File: config.mk
export PLATFORM = sky130hd
export DESIGN_NAME = srcal_top
export DESIGN_NICKNAME = d
export VERILOG_FILES = /design/src/srcal_pkg.sv /design/src/srcal_top.sv
export SDC_FILE = /design/constraint.sdc
export NUM_CORES = 1
export LEC_CHECK = 0
export CAP_MARGIN = 5
export CELL_PAD_IN_SITES_DETAIL_PLACEMENT = 1
export CELL_PAD_IN_SITES_GLOBAL_PLACEMENT = 2
export CORE_UTILIZATION = 30
export CTS_CLUSTER_DIAMETER = 200
export CTS_CLUSTER_SIZE = 40
export DETAILED_ROUTE_END_ITERATION = 8
export DONT_BUFFER_PORTS = 1
export PLACE_DENSITY_LB_ADDON = 0.1
export SETUP_SLACK_MARGIN = 0.05
export SLEW_MARGIN = 40
export SYNTH_ARGS = -nofsm -noshare
export SYNTH_HDL_FRONTEND = slang
export SYNTH_SLANG_ARGS = --single-unit
export TNS_END_PERCENT = 50
File: constraint.sdc
create_clock -name clk_sys -period 3.9 [get_ports clk_sys]
set_input_delay 0.585 -clock clk_sys [delete_from_list [all_inputs] [get_ports clk_sys]]
set_output_delay 0.585 -clock clk_sys [all_outputs]
set_load 0.005 [all_outputs]
File: src/srcal_pkg.sv
package srcal_pkg;

  // register indices; byte address is four times the index
  localparam logic [11:0] IDX_ENABLE = 12'h2b0;
  localparam logic [11:0] IDX_CONFIG = 12'h2b1;
  localparam logic [11:0] IDX_RESULT = 12'h2b2;
  localparam logic [11:0] IDX_MANUAL = 12'h2b5;
  localparam logic [11:0] IDX_RAMP   = 12'h2b8;
  localparam logic [11:0] IDX_IRQ_ST = 12'h2c8;
  localparam logic [11:0] IDX_IRQ_CL = 12'h2c9;
  localparam logic [11:0] IDX_IRQ_EN = 12'h2ca;
  localparam logic [11:0] IDX_SYSREF = 12'h2cb;

  // values after reset
  localparam logic [7:0]  RST_ENABLE = 8'h00;
  localparam logic [7:0]  RST_CONFIG = 8'h05;
  localparam logic [23:0] RST_MANUAL = 24'h000000;
  localparam logic [7:0]  RST_RAMP   = 8'h00;

  // field positions
  localparam int AVG_LSB  = 2;
  localparam int HDUR_LSB = 0;
  localparam int DONE_BIT = 17;
  localparam int DELAY_W  = 17;

  // calibration length constants
  localparam logic [15:0] BOUND_BASE = 16'h1300; // 256 x 19
  localparam logic [14:0] MAX_PERIOD_0 = 15'h0055; // 85
  localparam logic [14:0] MAX_PERIOD_1 = 15'h044c; // 1100
  localparam logic [14:0] MAX_PERIOD_2 = 15'h1450; // 5200
  localparam logic [14:0] MAX_PERIOD_3 = 15'h544c; // 21580

  // interrupt bit positions
  localparam int IRQ_DONE = 0;
  localparam int IRQ_FAIL = 1;

  localparam logic [1:0] RESP_OKAY   = 2'h0;
  localparam logic [1:0] RESP_SLVERR = 2'h2;

  typedef enum logic [3:0] {
    SRCAL_IDLE    = 4'h1,
    SRCAL_WAIT_SR = 4'h2,
    SRCAL_ACCUM   = 4'h4,
    SRCAL_DONE    = 4'h8
  } srcal_state_e;

  typedef struct packed {
    logic [3:0]  wstrb;
    logic        aw_held;
    logic [13:0] awaddr;
    logic        w_held;
    logic [31:0] wdata;
    logic        bvalid;
    logic [1:0]  bresp;
    logic        rvalid;
    logic [31:0] rdata;
    logic [1:0]  rresp;
  } srcal_bus_s;

  typedef struct packed {
    srcal_bus_s   bus;
    logic [7:0]   enable;
    logic [7:0]   config_reg;
    logic [23:0]  manual;
    logic [7:0]   ramp;
    logic [1:0]   irq_status;
    logic [1:0]   irq_enable;
    logic         enable_q;
    logic [3:0]   cfg_run;
    srcal_state_e state;
    logic         sr_s1;
    logic         sr_s2;
    logic         sr_s3;
    logic [14:0]  period_cnt;
    logic [8:0]   acc_cnt;
    logic [8:0]   avg_cnt;
    logic [31:0]  phase_sum;
    logic [31:0]  tot_sum;
    logic [31:0]  cyc_cnt;
    logic [16:0]  result;
    logic         done;
  } srcal_state_s;

endpackage

File: src/srcal_top.sv
// Local design decision: the AXI4-Lite slave port.
`timescale 1ns/100ps

module srcal_top (
  input  wire logic        clk_sys,
  input  wire logic        resetn,
  input  wire logic        sysref,
  output logic [16:0]      aperture_delay,
  output logic             irq,
  input  wire logic [13:0] s_axi_awaddr,
  input  wire logic        s_axi_awvalid,
  output logic             s_axi_awready,
  input  wire logic [31:0] s_axi_wdata,
  input  wire logic [3:0]  s_axi_wstrb,
  input  wire logic        s_axi_wvalid,
  output logic             s_axi_wready,
  output logic [1:0]       s_axi_bresp,
  output logic             s_axi_bvalid,
  input  wire logic        s_axi_bready,
  input  wire logic [13:0] s_axi_araddr,
  input  wire logic        s_axi_arvalid,
  output logic             s_axi_arready,
  output logic [31:0]      s_axi_rdata,
  output logic [1:0]       s_axi_rresp,
  output logic             s_axi_rvalid,
  input  wire logic        s_axi_rready
);

  srcal_pkg::srcal_state_s r;
  srcal_pkg::srcal_state_s next_r;

  // byte address to register index
  function automatic logic [11:0] reg_index(input logic [13:0] a);
    reg_index = a[13:2];
  endfunction

  // four raised to one plus a 2-bit code: 4, 16, 64, 256
  function automatic logic [8:0] pow4(input logic [1:0] code);
    pow4 = 9'h004 << {code, 1'b0};
  endfunction

  // byte-lane merge of a write into a stored word
  function automatic logic [31:0] merge(input logic [31:0] old, input logic [31:0] d, input logic [3:0] s);
    for (int i = 0; i < 4; i++) begin
      merge[i*8 +: 8] = s[i] ? d[i*8 +: 8] : old[i*8 +: 8];
    end
  endfunction

  function automatic logic [14:0] max_period(input logic [1:0] code);
    case (code)
      2'h0:    max_period = srcal_pkg::MAX_PERIOD_0;
      2'h1:    max_period = srcal_pkg::MAX_PERIOD_1;
      2'h2:    max_period = srcal_pkg::MAX_PERIOD_2;
      default: max_period = srcal_pkg::MAX_PERIOD_3;
    endcase
  endfunction

  logic        wr_fire;
  logic        rd_fire;
  logic [11:0] wr_idx;
  logic [31:0] wr_old;
  logic [31:0] wr_val;
  logic        wr_hit;
  logic [31:0] rd_val;
  logic        rd_hit;
  logic [11:0] rd_idx;
  logic        en_bit;
  logic        en_rise;
  logic        sr_rise;
  logic [1:0]  ev;
  logic [1:0]  clr;
  logic [1:0]  run_avg;
  logic [1:0]  run_hdur;
  logic [31:0] bound;
  logic [23:0] status_word;

  // ready outputs are combinational, one item in flight per channel
  assign s_axi_awready = !r.bus.aw_held && !r.bus.bvalid;
  assign s_axi_wready  = !r.bus.w_held && !r.bus.bvalid;
  assign s_axi_arready = !r.bus.rvalid;
  assign s_axi_bvalid  = r.bus.bvalid;
  assign s_axi_bresp   = r.bus.bresp;
  assign s_axi_rvalid  = r.bus.rvalid;
  assign s_axi_rdata   = r.bus.rdata;
  assign s_axi_rresp   = r.bus.rresp;

  // run settings latched at the start so mid-run writes are harmless
  assign run_avg  = r.cfg_run[3:2];
  assign run_hdur = r.cfg_run[1:0];
  // exponent reaches 8 for codes 3 and 3, so the sum needs four bits
  assign bound    = 32'(srcal_pkg::BOUND_BASE) << {(4'(run_avg) + 4'(run_hdur) + 4'h2), 1'b0};

  assign en_bit  = r.enable[0];
  assign en_rise = en_bit && !r.enable_q;
  assign sr_rise = r.sr_s2 && !r.sr_s3;

  // completion flag and result, flag masked by the enable level
  assign status_word = {6'h00, r.done && en_bit, r.result};

  // delay mux; manual bits 16..0 include the clock-invert bit
  assign aperture_delay = (en_bit && r.done) ? r.result : (en_bit ? r.result : r.manual[16:0]);
  assign irq = |(r.irq_status & r.irq_enable);

  // write decode, taking address and data in either order
  always_comb begin
    wr_fire = (r.bus.aw_held || s_axi_awvalid) && (r.bus.w_held || s_axi_wvalid) && !r.bus.bvalid;
    wr_idx  = reg_index(r.bus.aw_held ? r.bus.awaddr : s_axi_awaddr);
    wr_hit  = 1'b1;
    wr_old  = 32'h00000000;
    case (wr_idx)
      srcal_pkg::IDX_ENABLE: wr_old = {24'h000000, r.enable};
      srcal_pkg::IDX_CONFIG: wr_old = {24'h000000, r.config_reg};
      srcal_pkg::IDX_MANUAL: wr_old = {8'h00, r.manual};
      srcal_pkg::IDX_RAMP:   wr_old = {24'h000000, r.ramp};
      srcal_pkg::IDX_IRQ_EN: wr_old = {30'h00000000, r.irq_enable};
      srcal_pkg::IDX_IRQ_CL: wr_old = 32'h00000000;
      default:               wr_hit = 1'b0;
    endcase
    // strobes travel with held data, the master may change them once w is taken
    wr_val = merge(wr_old, r.bus.w_held ? r.bus.wdata : s_axi_wdata, r.bus.w_held ? r.bus.wstrb : s_axi_wstrb);
  end

  // read decode
  always_comb begin
    rd_fire = s_axi_arvalid && !r.bus.rvalid;
    rd_idx  = reg_index(s_axi_araddr);
    rd_hit  = 1'b1;
    rd_val  = 32'h00000000;
    case (rd_idx)
      srcal_pkg::IDX_ENABLE: rd_val = {24'h000000, r.enable};
      srcal_pkg::IDX_CONFIG: rd_val = {24'h000000, r.config_reg};
      srcal_pkg::IDX_RESULT: rd_val = {8'h00, status_word};
      srcal_pkg::IDX_MANUAL: rd_val = {8'h00, r.manual};
      srcal_pkg::IDX_RAMP:   rd_val = {24'h000000, r.ramp};
      srcal_pkg::IDX_IRQ_ST: rd_val = {30'h00000000, r.irq_status};
      srcal_pkg::IDX_IRQ_CL: rd_val = 32'h00000000;
      srcal_pkg::IDX_IRQ_EN: rd_val = {30'h00000000, r.irq_enable};
      srcal_pkg::IDX_SYSREF: rd_val = {31'h00000000, r.sr_s2};
      default:               rd_hit = 1'b0;
    endcase
  end

  // next state of bus, registers and calibration engine
  always_comb begin
    next_r = r;
    ev     = 2'h0;
    clr    = 2'h0;

    // write address and data channels
    if (s_axi_awvalid && s_axi_awready) begin
      next_r.bus.aw_held = 1'b1;
      next_r.bus.awaddr  = s_axi_awaddr;
    end
    if (s_axi_wvalid && s_axi_wready) begin
      next_r.bus.w_held = 1'b1;
      next_r.bus.wdata  = s_axi_wdata;
      next_r.bus.wstrb  = s_axi_wstrb;
    end
    if (wr_fire) begin
      next_r.bus.aw_held = 1'b0;
      next_r.bus.w_held  = 1'b0;
      next_r.bus.bvalid  = 1'b1;
      next_r.bus.bresp   = wr_hit ? srcal_pkg::RESP_OKAY : srcal_pkg::RESP_SLVERR;
      case (wr_idx)
        srcal_pkg::IDX_ENABLE: next_r.enable     = wr_val[7:0];
        srcal_pkg::IDX_CONFIG: next_r.config_reg = wr_val[7:0];
        srcal_pkg::IDX_MANUAL: next_r.manual     = wr_val[23:0];
        srcal_pkg::IDX_RAMP:   next_r.ramp       = wr_val[7:0];
        srcal_pkg::IDX_IRQ_EN: next_r.irq_enable = wr_val[1:0];
        srcal_pkg::IDX_IRQ_CL: clr               = wr_val[1:0];
        default:               next_r.bus.bresp  = srcal_pkg::RESP_SLVERR;
      endcase
    end else if (r.bus.bvalid && s_axi_bready) begin
      next_r.bus.bvalid = 1'b0;
    end

    // read channel, answered one cycle after the address is taken
    if (rd_fire) begin
      next_r.bus.rvalid = 1'b1;
      next_r.bus.rdata  = rd_val;
      next_r.bus.rresp  = rd_hit ? srcal_pkg::RESP_OKAY : srcal_pkg::RESP_SLVERR;
    end else if (r.bus.rvalid && s_axi_rready) begin
      next_r.bus.rvalid = 1'b0;
    end

    // sysref synchroniser; only sr_s2 onward is looked at
    next_r.sr_s1    = sysref;
    next_r.sr_s2    = r.sr_s1;
    next_r.sr_s3    = r.sr_s2;
    next_r.enable_q = en_bit;

    // period counter between sysref edges, saturating
    if (sr_rise) begin
      next_r.period_cnt = 15'h0001;
    end else if (r.period_cnt != 15'h7fff) begin
      next_r.period_cnt = r.period_cnt + 15'h0001;
    end

    // running-time counter for the bound on calibration length
    next_r.cyc_cnt = r.cyc_cnt + 32'h00000001;

    // calibration engine
    case (r.state)
      srcal_pkg::SRCAL_IDLE: begin
        if (en_rise) begin
          next_r.cfg_run   = r.config_reg[3:0];
          next_r.state     = srcal_pkg::SRCAL_WAIT_SR;
          next_r.avg_cnt   = 9'h000;
          next_r.tot_sum   = 32'h00000000;
          next_r.cyc_cnt   = 32'h00000000;
          next_r.done      = 1'b0;
        end
      end
      srcal_pkg::SRCAL_WAIT_SR: begin
        // each measurement starts at a sysref edge and samples phase
        if (sr_rise) begin
          next_r.state     = srcal_pkg::SRCAL_ACCUM;
          next_r.acc_cnt   = 9'h000;
          next_r.phase_sum = 32'h00000000;
        end else if (r.period_cnt > max_period(run_hdur) || r.cyc_cnt >= bound) begin
          ev[srcal_pkg::IRQ_FAIL] = 1'b1;
          next_r.state            = srcal_pkg::SRCAL_DONE;
          next_r.result           = r.manual[16:0];
        end
      end
      srcal_pkg::SRCAL_ACCUM: begin
        // accumulate sysref level over the accumulation window
        next_r.phase_sum = r.phase_sum + 32'(r.sr_s2);
        next_r.acc_cnt   = r.acc_cnt + 9'h001;
        if (r.acc_cnt == pow4(run_hdur) - 9'h001) begin
          next_r.tot_sum = r.tot_sum + r.phase_sum + 32'(r.sr_s2);
          next_r.avg_cnt = r.avg_cnt + 9'h001;
          if (r.avg_cnt == pow4(run_avg) - 9'h001) begin
            next_r.state = srcal_pkg::SRCAL_DONE;
            ev[srcal_pkg::IRQ_DONE] = 1'b1;
            // mean high count scaled into the 17-bit delay code
            next_r.result = 17'((r.tot_sum + r.phase_sum + 32'(r.sr_s2)) >> {(3'(run_avg) + 3'(run_hdur)), 1'b0});
          end else begin
            next_r.state = srcal_pkg::SRCAL_WAIT_SR;
          end
        end
      end
      srcal_pkg::SRCAL_DONE: begin
        next_r.done = 1'b1;
      end
      default: next_r.state = srcal_pkg::SRCAL_IDLE;
    endcase

    // dropping enable aborts any run at once
    if (!en_bit) begin
      next_r.state = srcal_pkg::SRCAL_IDLE;
      next_r.done  = 1'b0;
    end

    // sticky status: a set in the clear cycle wins
    next_r.irq_status = (r.irq_status & ~clr) | ev;
  end

  // single state register
  always_ff @(posedge clk_sys or negedge resetn) begin
    if (!resetn) begin
      r            <= '0;
      r.enable     <= srcal_pkg::RST_ENABLE;
      r.config_reg <= srcal_pkg::RST_CONFIG;
      r.manual     <= srcal_pkg::RST_MANUAL;
      r.ramp       <= srcal_pkg::RST_RAMP;
      r.state      <= srcal_pkg::SRCAL_IDLE;
    end else begin
      r <= next_r;
    end
  end

endmodule // srcal_top

**After elaboration in Yosys (flattened, before gate mapping)**

Cells that the tools add are included.

- Flip-flop bits (word level): 300
- Bits in latches: 0
- Bits in writable memories: 0
- Bits in read-only memories: 0
- Bits of input ports: 72
- Output and inout port bits: 59
- Logic and storage cells: 198
- Memories kept: 0

- Add/sub/neg operators: 12
- $mul: 0
- Div/mod/pow operators: 0
- $lt $le $gt $ge: 2
- Equal/unequal tests: 37
- Shifts and indexed selects: 4
- Muxes and demuxes: 62
- Bitwise operators: 4
- Reduce and logical (&&, ||, !) cells: 45

Operator list:

| kind | count |
|---|---|
| case mux 24 bit (8 select lines) | 1 |
| == test 12 x 10 -> 1 bit, second input constant | 15 |
| case mux 32 bit (2 select lines) | 2 |
| case mux 24 bit (5 select lines) | 1 |
| two-way mux 17 bit | 6 |
| two-way mux 32 bit | 3 |
| two-way mux 15 bit | 5 |
| adder 32 x 1 -> 32 bit | 2 |
| two-way mux 64 bit | 1 |
| case mux 15 bit (3 select lines) | 1 |
| case mux 9 bit (2 select lines) | 2 |
| case mux 17 bit (2 select lines) | 1 |
| two-way mux 33 bit | 1 |
| adder 32 x 1 -> 32 bit, second input constant | 1 |
| adder 32 bit | 1 |
| greater-or-equal comparator 32 bit | 1 |
| << shifter 13 x 5 -> 32 bit, first input constant | 1 |
| right shift 32 x 4 -> 17 bit | 1 |
| two-way mux 9 bit | 3 |
| two-way mux 24 bit | 1 |
| two-way mux 4 bit | 6 |
| two-way mux 8 bit | 3 |
| adder 9 x 1 -> 9 bit, second input constant | 2 |
| == test 9 bit | 2 |
| other kinds (38) | 103 |

**Depth between registers and ports, before layout**

Gate-level depths: netlist of the first run.

- Depth in word-level cells: 10
- Depth in mapped cells: 21
- Mapped depth without buffers: 18

**Least setup slack after synthesis of the first run**

Ideal clock, no wire load.

- Path type: register -> register
- From: reg r[154] in the netlist's numbering
- To: reg r[11] in the netlist's numbering
- Library setup time: 0.125 ns
- Arrival: 4.011 ns
- Required time: 3.775 ns
- Setup slack: -0.236 ns
- Cell stages (with the launch flop): 21
- Path buffers: 5
- Clock period less this slack: 4.136 ns
- Cells stage by stage: dfrtp_1 -> ha_1 -> inv_1 -> clkbuf_1 -> clkbuf_1 -> clkbuf_1 -> nor3_1 -> nand2_1 -> and2_1 -> ha_1 -> o21ai_0 -> o21ai_0 -> a211oi_1 -> o41ai_1 -> a211oi_2 -> or2_1 -> clkbuf_2 -> nand2_1 -> buf_2 -> a31oi_1 -> o21ai_1

- Longest elaborated chain between the ends: 8
- Elaborated cells on any way between the ends: 23
- Classes of those cells: add/sub: 4; order compare: 2; eq/ne: 5; shift: 3; mux: 6; reduce/logical: 3

RTL lines:

| what | RTL line | text |
|---|---|---|
| start: declaration | srcal_top.sv:29 | `srcal_pkg::srcal_state_s r;` |
| start signal: assignment | srcal_top.sv:269 | `r <= next_r;` |
| branches (longest 8 deep; another with greater-or-equal comparator 32 bit) | n/a |  |

Parallel ways; which one is timed is not known. The select of a mux whose other input is x is not followed.
A chain may end at the register's enable or synchronous reset.

**Worst setup path in the final report of the first run**

- From: reg r[157] in the netlist's numbering
- To: reg r[11] in the netlist's numbering

- Longest elaborated chain between the ends: 7
- Elaborated cells on any way between the ends: 16
- Classes of those cells: add/sub: 4; order compare: 1; eq/ne: 3; shift: 3; mux: 3; reduce/logical: 2

RTL lines:

| what | RTL line | text |
|---|---|---|
| adder 2 x 2 -> 3 bit | srcal_top.sv:91, srcal_top.sv:237 |  |
| adder 3 x 2 -> 4 bit | srcal_top.sv:91 | `assign bound = 32'(srcal_pkg::BOUND_BASE) << {(4'(run_avg) + 4'(run_hdur) + 4'h2), 1'b0};` |
| << shifter 13 x 5 -> 32 bit | srcal_top.sv:91 |  |
| greater-or-equal comparator 32 bit | srcal_top.sv:220 | `end else if (r.period_cnt > max_period(run_hdur) \|\| r.cyc_cnt >= bound) begin` |
| logical OR 1 bit | srcal_top.sv:220 |  |
| inequality test 2 bit (no source line) | n/a |  |
| AND reduction 5 bit (no source line) | n/a |  |

Parallel ways exist; a longest one is shown, timed or not. The select of a mux whose other input is x is not followed.

==> impl_metrics.tcl, run 1 <==
set metrics [dict create \
    outcome "finished, violations left" \
    violations "hold timing" \
    worstPathRequired_ps 4340 \
    synth-seq-cells 278 \
    maxSlewHeadroom_pct 52.6 \
    fill_cells 6600 \
    ff2ff_path_depth 19 \
    tightest_slew_ps 710 \
    critPathLaunchType "flip-flop" \
    viasPerCell 5.42 \
    n_antenna_cell 0 \
    fin_ws_ps 77.3 \
    synth.avg_cell_area_um2 9.03 \
    synthArstFlopShare_pct 100 \
    hold_viol_final 275 \
    wl_per_cell_um 21.0 \
    r2r-end "r[11]$_DFFE_PN0P_" \
    clk_path_buf_depth 3 \
    io_pins 131 \
    design.core.area_um2 56600 \
    cts_buffers 11 \
    max_freq_ghz 0.262 \
    crit_start "r[157]$_DFFE_PN0P_" \
    p_leak_nw 8.03 \
    clk_latency_ps 540 \
    synth_area_um2 17300 \
    fp.dieH_um 242 \
    ant_nets 0 \
    path_clk_slew_ps 160 \
    post-route-period-util_pct 98.0 \
    yosysWarnings 0 \
    root_buffer "clkbuf_16" \
    r2r-start "r[157]$_DFFE_PN0P_" \
    skew_ps 21.8 \
    min_period_ps 3820 \
    wl_um 55600 \
    worstPathMaxFanout 6 \
    cts_tree "built" \
    drive_above_1_share_pct 14.4 \
    rsz0062_at_grt "yes" \
    dr.pass1.iters 6 \
    die_area_um2 58600 \
    grtUsageTotal_pct 18.9 \
    powerDensity_nw_per_um2 338 \
    port_buffers 0 \
    vdd_drop_max_mv 0.256 \
    slew_viol_final 0 \
    finalPower_w 0.00638 \
    final_nets 2033 \
    pre_cts_slack_ps -208 \
    synth_cell_types 95 \
    r2r_slack_ps 80 \
    grt_pass1_wl_um 88600 \
    grt_pass1_vias 14771 \
    drc 0 \
    endpoint "r[11]$_DFFE_PN0P_" \
    antenna_found_initial 0 \
    path_class "reg2reg" \
    area_growth_pct 9.09 \
    end_kind "flip-flop" \
    synth_edf_count 0 \
    hold_class "in2async" \
    gp_congestion 0.848 \
    finalSetupViolations 0 \
    synthCells 1914 \
    seq_area_frac_synth_pct 40.3 \
    htree_levels 1 \
    fp.dieW_um 242 \
    cp.arrival_ps 4260 \
    clkSinkCount 278 \
    synthFlopType "dfrtp_1" \
    overflow 0 \
    maxCapViolCount 0 \
    place_hpwl_um 41100 \
    initial_core_util_pct 30.5 \
    num_rows 87 \
    drt_iter0_markers 803 \
    grt_max_degree 279 \
    whs_ps -280 \
    vias 14345 \
]
critical path: stages, from the launching register on:
cell and delay, ps:
dfrtp_1 400, inv_2 60, ha_4 250, inv_2 40, ha_4 150, ha_4 290, nand3b_1 130, or2_4 280
and2_4 150, ha_4 260, nand3_4 60, or4_1 520, o211ai_1 130, a211oi_2 70, buf_4 170, or2_4 250
buf_6 130, and3_4 180, a31oi_4 140, o21ai_2 70
report_power, final:
part | switching, W | total (W) | internal (W)
clock network | 0.00106 | 0.00162 | 0.000563
logic | 0.000605 | 0.00119 | 0.000585
registers | 0.000361 | 0.00357 | 0.00321
cells by family (layout without fill, tap and decap cells):
kind of cell	Yosys count	count (layout)	synth area share [%]
AO/OA/AOI/OAI	468	468	17.5
XOR/XNOR	68	68	3.45
adder cells (fa/ha/maj)	74	74	5.49
buffers and inverters	176	144	4.79
flip-flops	278	278	40.3
multiplexers	134	134	8.79
other	1	10	0.0217
AND/OR/NAND/NOR	715	715	19.7
flip-flops by register name, indices dropped and copies added, names as in the netlist:
| register | cells |
|---|---|
| s_axi_rresp | 1 |
| s_axi_bvalid | 1 |
| next_r | 2 |
| s_axi_bresp | 1 |
| r | 247 |
| s_axi_rvalid | 1 |
| s_axi_rdata | 24 |
| en_bit | 1 |
metrics by stage:
step                setup TNS [ps]  utilization, %  cell area (µm²)  hold WS (ps)  cells
global placement             -1060            32.2            18200           301   2624
CTS                              0            33.0            18700          -304   2646
floorplan                        0               -            17300           289   1923
finish                           0            33.3            18800          -280   2647
global route                  -533            33.3            18800          -309   2647
detailed placement           -1400            32.2            18200           301   2624
synth_stat cells, types with 39 or more instances:
cell type / number / share of area, %
nand3_1: 121 / 3.5
nor3_1: 39 / 1.1
dfrtp_1: 275 / 40
buf_4: 39 / 1.7
clkbuf_1: 66 / 1.4
a21oi_1: 111 / 3.2
nand2_1: 234 / 5.1
mux2_2: 92 / 6.0
xor2_1: 42 / 2.1
ha_1: 71 / 5.1
nor2_1: 151 / 3.3
o21ai_0: 141 / 4.1
repair_timing:
action / in CTS / in global routing
cloned: 0 / 0
buffers inserted: 5 / 1
endpoints found under the hold margin: 278 / 276
pin swaps: 5 / 12
gates resized for setup: 20 / 25
endpoints found under the setup margin: 19 / 21
cells in the final DEF (no fill, tap or decap), types with 6 or more instances in the layout:
cell / instances
o31ai_1: 13
ha_1: 64
nand2b_1: 9
xor2_1: 42
ha_4: 7
o21bai_1: 7
o21ai_1: 13
a211o_1: 7
nand3_1: 120
mux2_2: 92
conb_1: 10
o211ai_1: 20
nor3_2: 6
o21a_1: 8
a21o_1: 11
a22oi_1: 14
and2_1: 11
mux2i_1: 37
nor3_1: 37
o21ai_0: 135
nand2_1: 233
clkbuf_16: 11
dfrtp_1: 273
nand4_1: 29
buf_4: 84
a222oi_1: 7
a21oi_1: 110
inv_1: 34
and3_1: 25
xnor2_1: 26
a221oi_1: 10
or3_1: 14
and4_1: 7
nor2_1: 148
nor4_1: 7
a31oi_1: 11
a211oi_1: 28
nor2b_1: 22
worst min path at each step:
stage	start	endpoint	slack, ps
2_1_floorplan	resetn	en_bit$_DFFE_PN0P_	290
5_1_grt	resetn	r[105]$_DFFE_PN0P_	-310
3_5_place_dp	resetn	r[103]$_DFFE_PN0P_	300
6_report	resetn	r[103]$_DFFE_PN0P_	-280
3_3_place_gp	resetn	r[103]$_DFFE_PN0P_	300
4_1_cts	resetn	r[105]$_DFFE_PN0P_	-300
area by class of cell:
type                    count  area, µm²  area share, %
flip-flops and latches    278       6970           37.0
clock buffers              14        287           1.52
clock inverters             3       47.5          0.252
repair buffers             87        664           3.52
multi-input cells        1469       9790           51.9
inverters                  40        150          0.797
well taps                 756        946           5.02
metal layers:
metal,GRT usage [%],vias up,routed length [µm]
met2,30.1,178,25400
met4,4.36,0,1150
met5,0,-,0
met3,1.94,46,1500
met1,27.3,7294,27500
li1,-,6827,-
Power figures use the tool's default switching activity.
==> inputs of run 2 (changes only) <==
Settings changed: CELL_PAD_IN_SITES_DETAIL_PLACEMENT 1 to default, CELL_PAD_IN_SITES_GLOBAL_PLACEMENT 2 to default, PLACE_DENSITY_LB_ADDON 0.1 to default.
==> impl_metrics.tcl, run 2 (synthesis gave the netlist of run 1 again) <==
set metrics [dict create \
    gp_congestion 0.863 \
    layout_commonest_cell "dfrtp_1" \
    final_cell_mix "dfrtp_1, nand2_1, nor2_1" \
    fin_util_pct 33.0 \
    pwr-share-comb_pct 19.9 \
    io_pins 131 \
    fin_ws_ps 30.3 \
    wl_um 46900 \
    grtUsageTotal_pct 15.7 \
    power_frac_seq_pct 56.5 \
    whs_ps -228 \
    viasPerCell 5.41 \
    worstPathRequired_ps 4320 \
    grt_pass1_wl_um 76500 \
    met3_length_um 2270 \
    finalPower_w 0.00618 \
    clkPwrFrac_pct 23.6 \
    p_switching_w 0.00186 \
    antenna_found_initial 0 \
    drive_above_1_share_pct 13.6 \
    final_area_um2 18700 \
    path_class "reg2reg" \
    clk_path_buf_depth 3 \
    drc 0 \
    crit_path_frequent_cell "ha_4" \
    drt-met1-wl_um 22200 \
    path_clk_slew_ps 160 \
    hold_viol_final 275 \
    ant_nets 0 \
    outcome "finished, violations left" \
    crit_chain "inv_2, ha_4, inv_2, ha_4, ha_4, nand3b_1, or2_4, and2_4, ha_4, nand3_4, or4_4, o211ai_1, a211oi_2, buf_4, buf_6, or2_4, buf_6, and3_4, a31oi_1, o21ai_1" \
    ff_latch_area_um2 6960 \
    dpl-instance-area_um2 18100 \
    vias 14203 \
    place_hpwl_um 34400 \
    top_layer_used "met4" \
    n_antenna_cell 0 \
    top_register "r" \
    largest_reg_flops 247 \
    path_delay_family "simple AND/OR/NAND/NOR gates" \
    grt_pass1_vias 13794 \
    maxCapViolCount 0 \
    grt_max_degree 279 \
    fp.dieH_um 242 \
    fill_cells 5882 \
    drt_iter0_markers 1286 \
    route.met2.wl_um 21800 \
    cts_tree "built" \
    internal_power_w 0.00433 \
    slowest_stage "or4_4" \
    end_kind "flip-flop" \
    hold_class "in2async" \
    worstPathMaxFanout 6 \
    final_nets 2013 \
    root_buffer "clkbuf_16" \
    finalSetupViolations 0 \
    post-route-period-util_pct 99.2 \
    htree_levels 1 \
    dr.pass1.iters 8 \
    cp.arrival_ps 4290 \
    area_growth_pct 8.22 \
    min_period_ps 3870 \
    switching_share_pct 30.0 \
    tightest_slew_ps 814 \
    port_buffers 0 \
    slew_viol_final 0 \
    max_freq_ghz 0.258 \
    overflow 0 \
    skew_ps 20.0 \
    crit_buf_inv 5 \
    wl_per_cell_um 17.9 \
    powerDensity_nw_per_um2 331 \
    clk_latency_ps 520 \
    maxSlewHeadroom_pct 44.2 \
    violations "hold timing" \
    die_area_um2 58600 \
    multi_input_area_um2 9800 \
    pre_cts_slack_ps -317 \
    num_rows 87 \
    p_leak_nw 7.94 \
    fp.dieW_um 242 \
    initial_core_util_pct 30.5 \
    critPathLaunchType "flip-flop" \
    rsz0062_at_grt "yes" \
    cts_buffers 10 \
    vdd_drop_max_mv 0.291 \
    clkSinkCount 278 \
    setup_tns_ps 0 \
    design.core.area_um2 56600 \
    max_stage_delay_ps 500 \
]
## run 2: cell count changes in the layout (fill, tap and decap cells not counted), moves of 2 or more
cell     before  now
and2_1       11   13
and2_4        3    1
buf_4        84   59
buf_6         3    8
ha_1         64   66
ha_4          7    4
nor2_2        5    2
nor2_4        0    3
nor3_1       37   35
nor3_4        0    2
o21ai_0     135  132
## run 2: worst reg2reg max path, stage by stage (launching register included)
cell      delay (ps)
dfrtp_1          390
inv_2             60
ha_4             250
inv_2             40
ha_4             150
ha_4             300
nand3b_1         130
or2_4            260
and2_4           150
ha_4             260
nand3_4           60
or4_4            500
o211ai_1         130
a211oi_2          50
buf_4            170
buf_6            120
or2_4            240
buf_6            130
and3_4           160
a31oi_1          130
o21ai_1           90
## run 2: metrics by stage
| stage | hold slack (ps) | cells |
|---|---|---|
| 2_1_floorplan | 289 | 1923 |
| 3_3_place_gp | 318 | 2601 |
| 3_5_place_dp | 317 | 2601 |
| 4_1_cts | -250 | 2624 |
| 5_1_grt | -255 | 2627 |
| 6_report | -228 | 2627 |
## run 2: layout make-up
| class | instances | share of cell area, % |
|---|---|---|
| timing repair buffer | 67 | 2.85 |
| multi-input combinational | 1470 | 52.4 |
| clock buffer | 16 | 1.63 |
| sequential | 278 | 37.2 |
| inverter | 40 | 0.816 |
| tap | 756 | 5.06 |
## run 2: final timing paths
path,start,endpoint,slack (ps),cells after the start
max reg2reg,r[157]$_DFFE_PN0P_,r[11]$_DFFE_PN0P_,30,20
min,resetn,s_axi_rdata[23]$_DFFE_PN0P_,-230,0
min reg2reg,next_r[148]$_DFF_PN0_,next_r[147]$_DFF_PN0_,430,0
max,r[157]$_DFFE_PN0P_,r[11]$_DFFE_PN0P_,30,20
min in group clk_sys,sysref,next_r[148]$_DFF_PN0_,80,0
max in group asynchronous,resetn,r[75]$_DFFE_PN0P_,3520,0
## run 2: power by group through the flow
stage / clock [W] / combinational, W / sequential, W
floorplan: 0 / 0.00104 / 0.00343
global route: 0.00160 / 0.00136 / 0.00355
CTS: 0.00152 / 0.00123 / 0.00349
finish: 0.00146 / 0.00123 / 0.00350
detailed placement: 0 / 0.00122 / 0.00355
global placement: 0 / 0.00118 / 0.00352
## run 2: per-layer routing
layer | global-route usage (%) | vias up
met5 | 0 | -
met4 | 2.87 | 0
met3 | 2.13 | 45
met2 | 25.6 | 338
met1 | 22.3 | 7034
li1 | - | 6786
## run 2: repair_timing
item,in CTS,in global routing
hold endpoints to repair,278,275
endpoints found under the setup margin,20,19
buffers inserted,7,3
resized for setup,23,36
cloned,0,1
pin swaps,10,16
==> inputs of run 3 (changes only) <==
Settings changed: CTS_BUF_LIST from default to sky130_fd_sc_hd__clkbuf_16.
==> impl_metrics.tcl, run 3 (synthesis gave the netlist of run 1 again) <==
set metrics [dict create \
    port_buffers 0 \
    cts_buffers 10 \
    hold_viol_final 275 \
    ant_nets 0 \
    max_freq_ghz 0.259 \
    critPathLaunchType "flip-flop" \
    skew_ps 19.1 \
    final_nets 2013 \
    grt_pass1_wl_um 76500 \
    ff_latch_area_um2 6960 \
    finalPower_w 0.00615 \
    design.core.area_um2 56600 \
    top_register "r" \
    clkSinkCount 278 \
    num_rows 87 \
    final_cell_mix "dfrtp_1, nand2_1, nor2_1" \
    cp.arrival_ps 4290 \
    finalSetupViolations 0 \
    maxSlewHeadroom_pct 43.7 \
    path_clk_slew_ps 150 \
    dp.cells 2601 \
    worstPathRequired_ps 4320 \
    initial_core_util_pct 30.5 \
    die_area_um2 58600 \
    hold_class "in2async" \
    gp_congestion 0.863 \
    n_antenna_cell 0 \
    grt_max_degree 279 \
    dpl-instance-area_um2 18100 \
    cts_tree "built" \
    rsz0062_at_grt "yes" \
    slew_viol_final 0 \
    root_buffer "clkbuf_16" \
    fill_cells 5881 \
    post-route-period-util_pct 99.1 \
    min_period_ps 3870 \
    fp.dieW_um 242 \
    vias 14192 \
    drive_above_1_share_pct 13.5 \
    wl_per_cell_um 17.8 \
    htree_levels 1 \
    maxCapViolCount 0 \
    dr.pass1.iters 6 \
    wl_um 46900 \
    layout_commonest_cell "dfrtp_1" \
    grt_pass1_vias 13796 \
    worstPathMaxFanout 6 \
    clk_latency_ps 520 \
    io_pins 131 \
    viasPerCell 5.40 \
    area_growth_pct 8.21 \
    drt_iter0_markers 1234 \
    whs_ps -228 \
    clk_path_buf_depth 3 \
    p_leak_nw 7.95 \
    end_kind "flip-flop" \
    tightest_slew_ps 821 \
    overflow 0 \
    violations "hold timing" \
    outcome "finished, violations left" \
    antenna_found_initial 0 \
    fp.dieH_um 242 \
    drc 0 \
    r2r_slack_ps 30 \
    final_cells 2627 \
    multi_input_area_um2 9810 \
    grtUsageTotal_pct 15.7 \
    final_area_um2 18700 \
    largest_reg_flops 247 \
    place_hpwl_um 34400 \
    vdd_drop_max_mv 0.288 \
    powerDensity_nw_per_um2 329 \
    path_class "reg2reg" \
]
==> run 3: cell types whose count changed in the layout (fill, tap and decap cells not counted), sizes merged <==
cell	delta
inv	+4
clkbuf	-5
clkinv	+1
==> run 3: area by class of cell <==
cell class | count | area share [%]
repair buffers | 67 | 2.85
multi-input cells | 1470 | 52.5
clock buffers | 11 | 1.47
well taps | 756 | 5.06
inverters | 40 | 0.816
flip-flops and latches | 278 | 37.2
clock inverters | 5 | 0.100
==> run 3: worst max-delay path: stages (launching register included) <==
cell      delay (ps)
dfrtp_1          390
inv_2             60
ha_4             250
inv_2             40
ha_4             150
ha_4             300
nand3b_1         130
or2_4            260
and2_4           150
ha_4             260
nand3_4           60
or4_4            500
o211ai_1         130
a211oi_2          50
buf_4            170
buf_6            120
or2_4            240
buf_6            130
and3_4           160
a31oi_1          130
o21ai_1           90
==> run 3: path summary, 6_finish.rpt <==
| kind | startpoint | to | depth (start not counted) |
|---|---|---|---|
| hold reg to reg | next_r[148]$_DFF_PN0_ | next_r[147]$_DFF_PN0_ | 0 |
| min in group clk_sys | sysref | next_r[148]$_DFF_PN0_ | 0 |
| setup / recovery | r[157]$_DFFE_PN0P_ | r[11]$_DFFE_PN0P_ | 20 |
| setup reg to reg | r[157]$_DFFE_PN0P_ | r[11]$_DFFE_PN0P_ | 20 |
| hold / removal | resetn | s_axi_rdata[23]$_DFFE_PN0P_ | 0 |
| max in group asynchronous | resetn | r[281]$_DFFE_PN0P_ | 0 |
==> run 3: through the flow <==
stage | utilization (%) | hold slack [ps] | TNS (ps) | worst slack [ps]
2_1_floorplan | - | 289 | 0 | 74.2
3_3_place_gp | 31.9 | 318 | -652 | -113
3_5_place_dp | 31.9 | 317 | -2850 | -317
4_1_cts | 32.7 | -249 | 0 | 43.3
5_1_grt | 33.0 | -255 | -849 | -149
6_report | 33.0 | -228 | 0 | 33.2
==> run 3: where the power goes <==
part	internal, W	total, W	switching, W
Clock	0.000519	0.00143	0.000907
Sequential	0.00321	0.00349	0.000287
Combinational	0.000571	0.00123	0.000658
Total	0.00430	0.00615	0.00185
==> run 3: what timing repair did <==
| action | CTS | global route |
|---|---|---|
| buffers inserted | 7 | 3 |
| endpoints found under the hold margin | 278 | 275 |
| cloned | 0 | 1 |
| pin swaps | 10 | 16 |
| endpoints found under the setup margin | 20 | 19 |
| resized for setup | 23 | 37 |
==> run 3: per-layer routing <==
| layer | track usage, % | wire (µm) | part of all wire (%) | up-vias |
|---|---|---|---|---|
| met5 | 0 | 0 | 0 | - |
| met4 | 2.87 | 677 | 1.4 | 0 |
| met3 | 2.17 | 2170 | 4.6 | 52 |
| met2 | 25.6 | 21800 | 47 | 337 |
| met1 | 22.2 | 22200 | 47 | 7022 |
| li1 | - | - | - | 6781 |
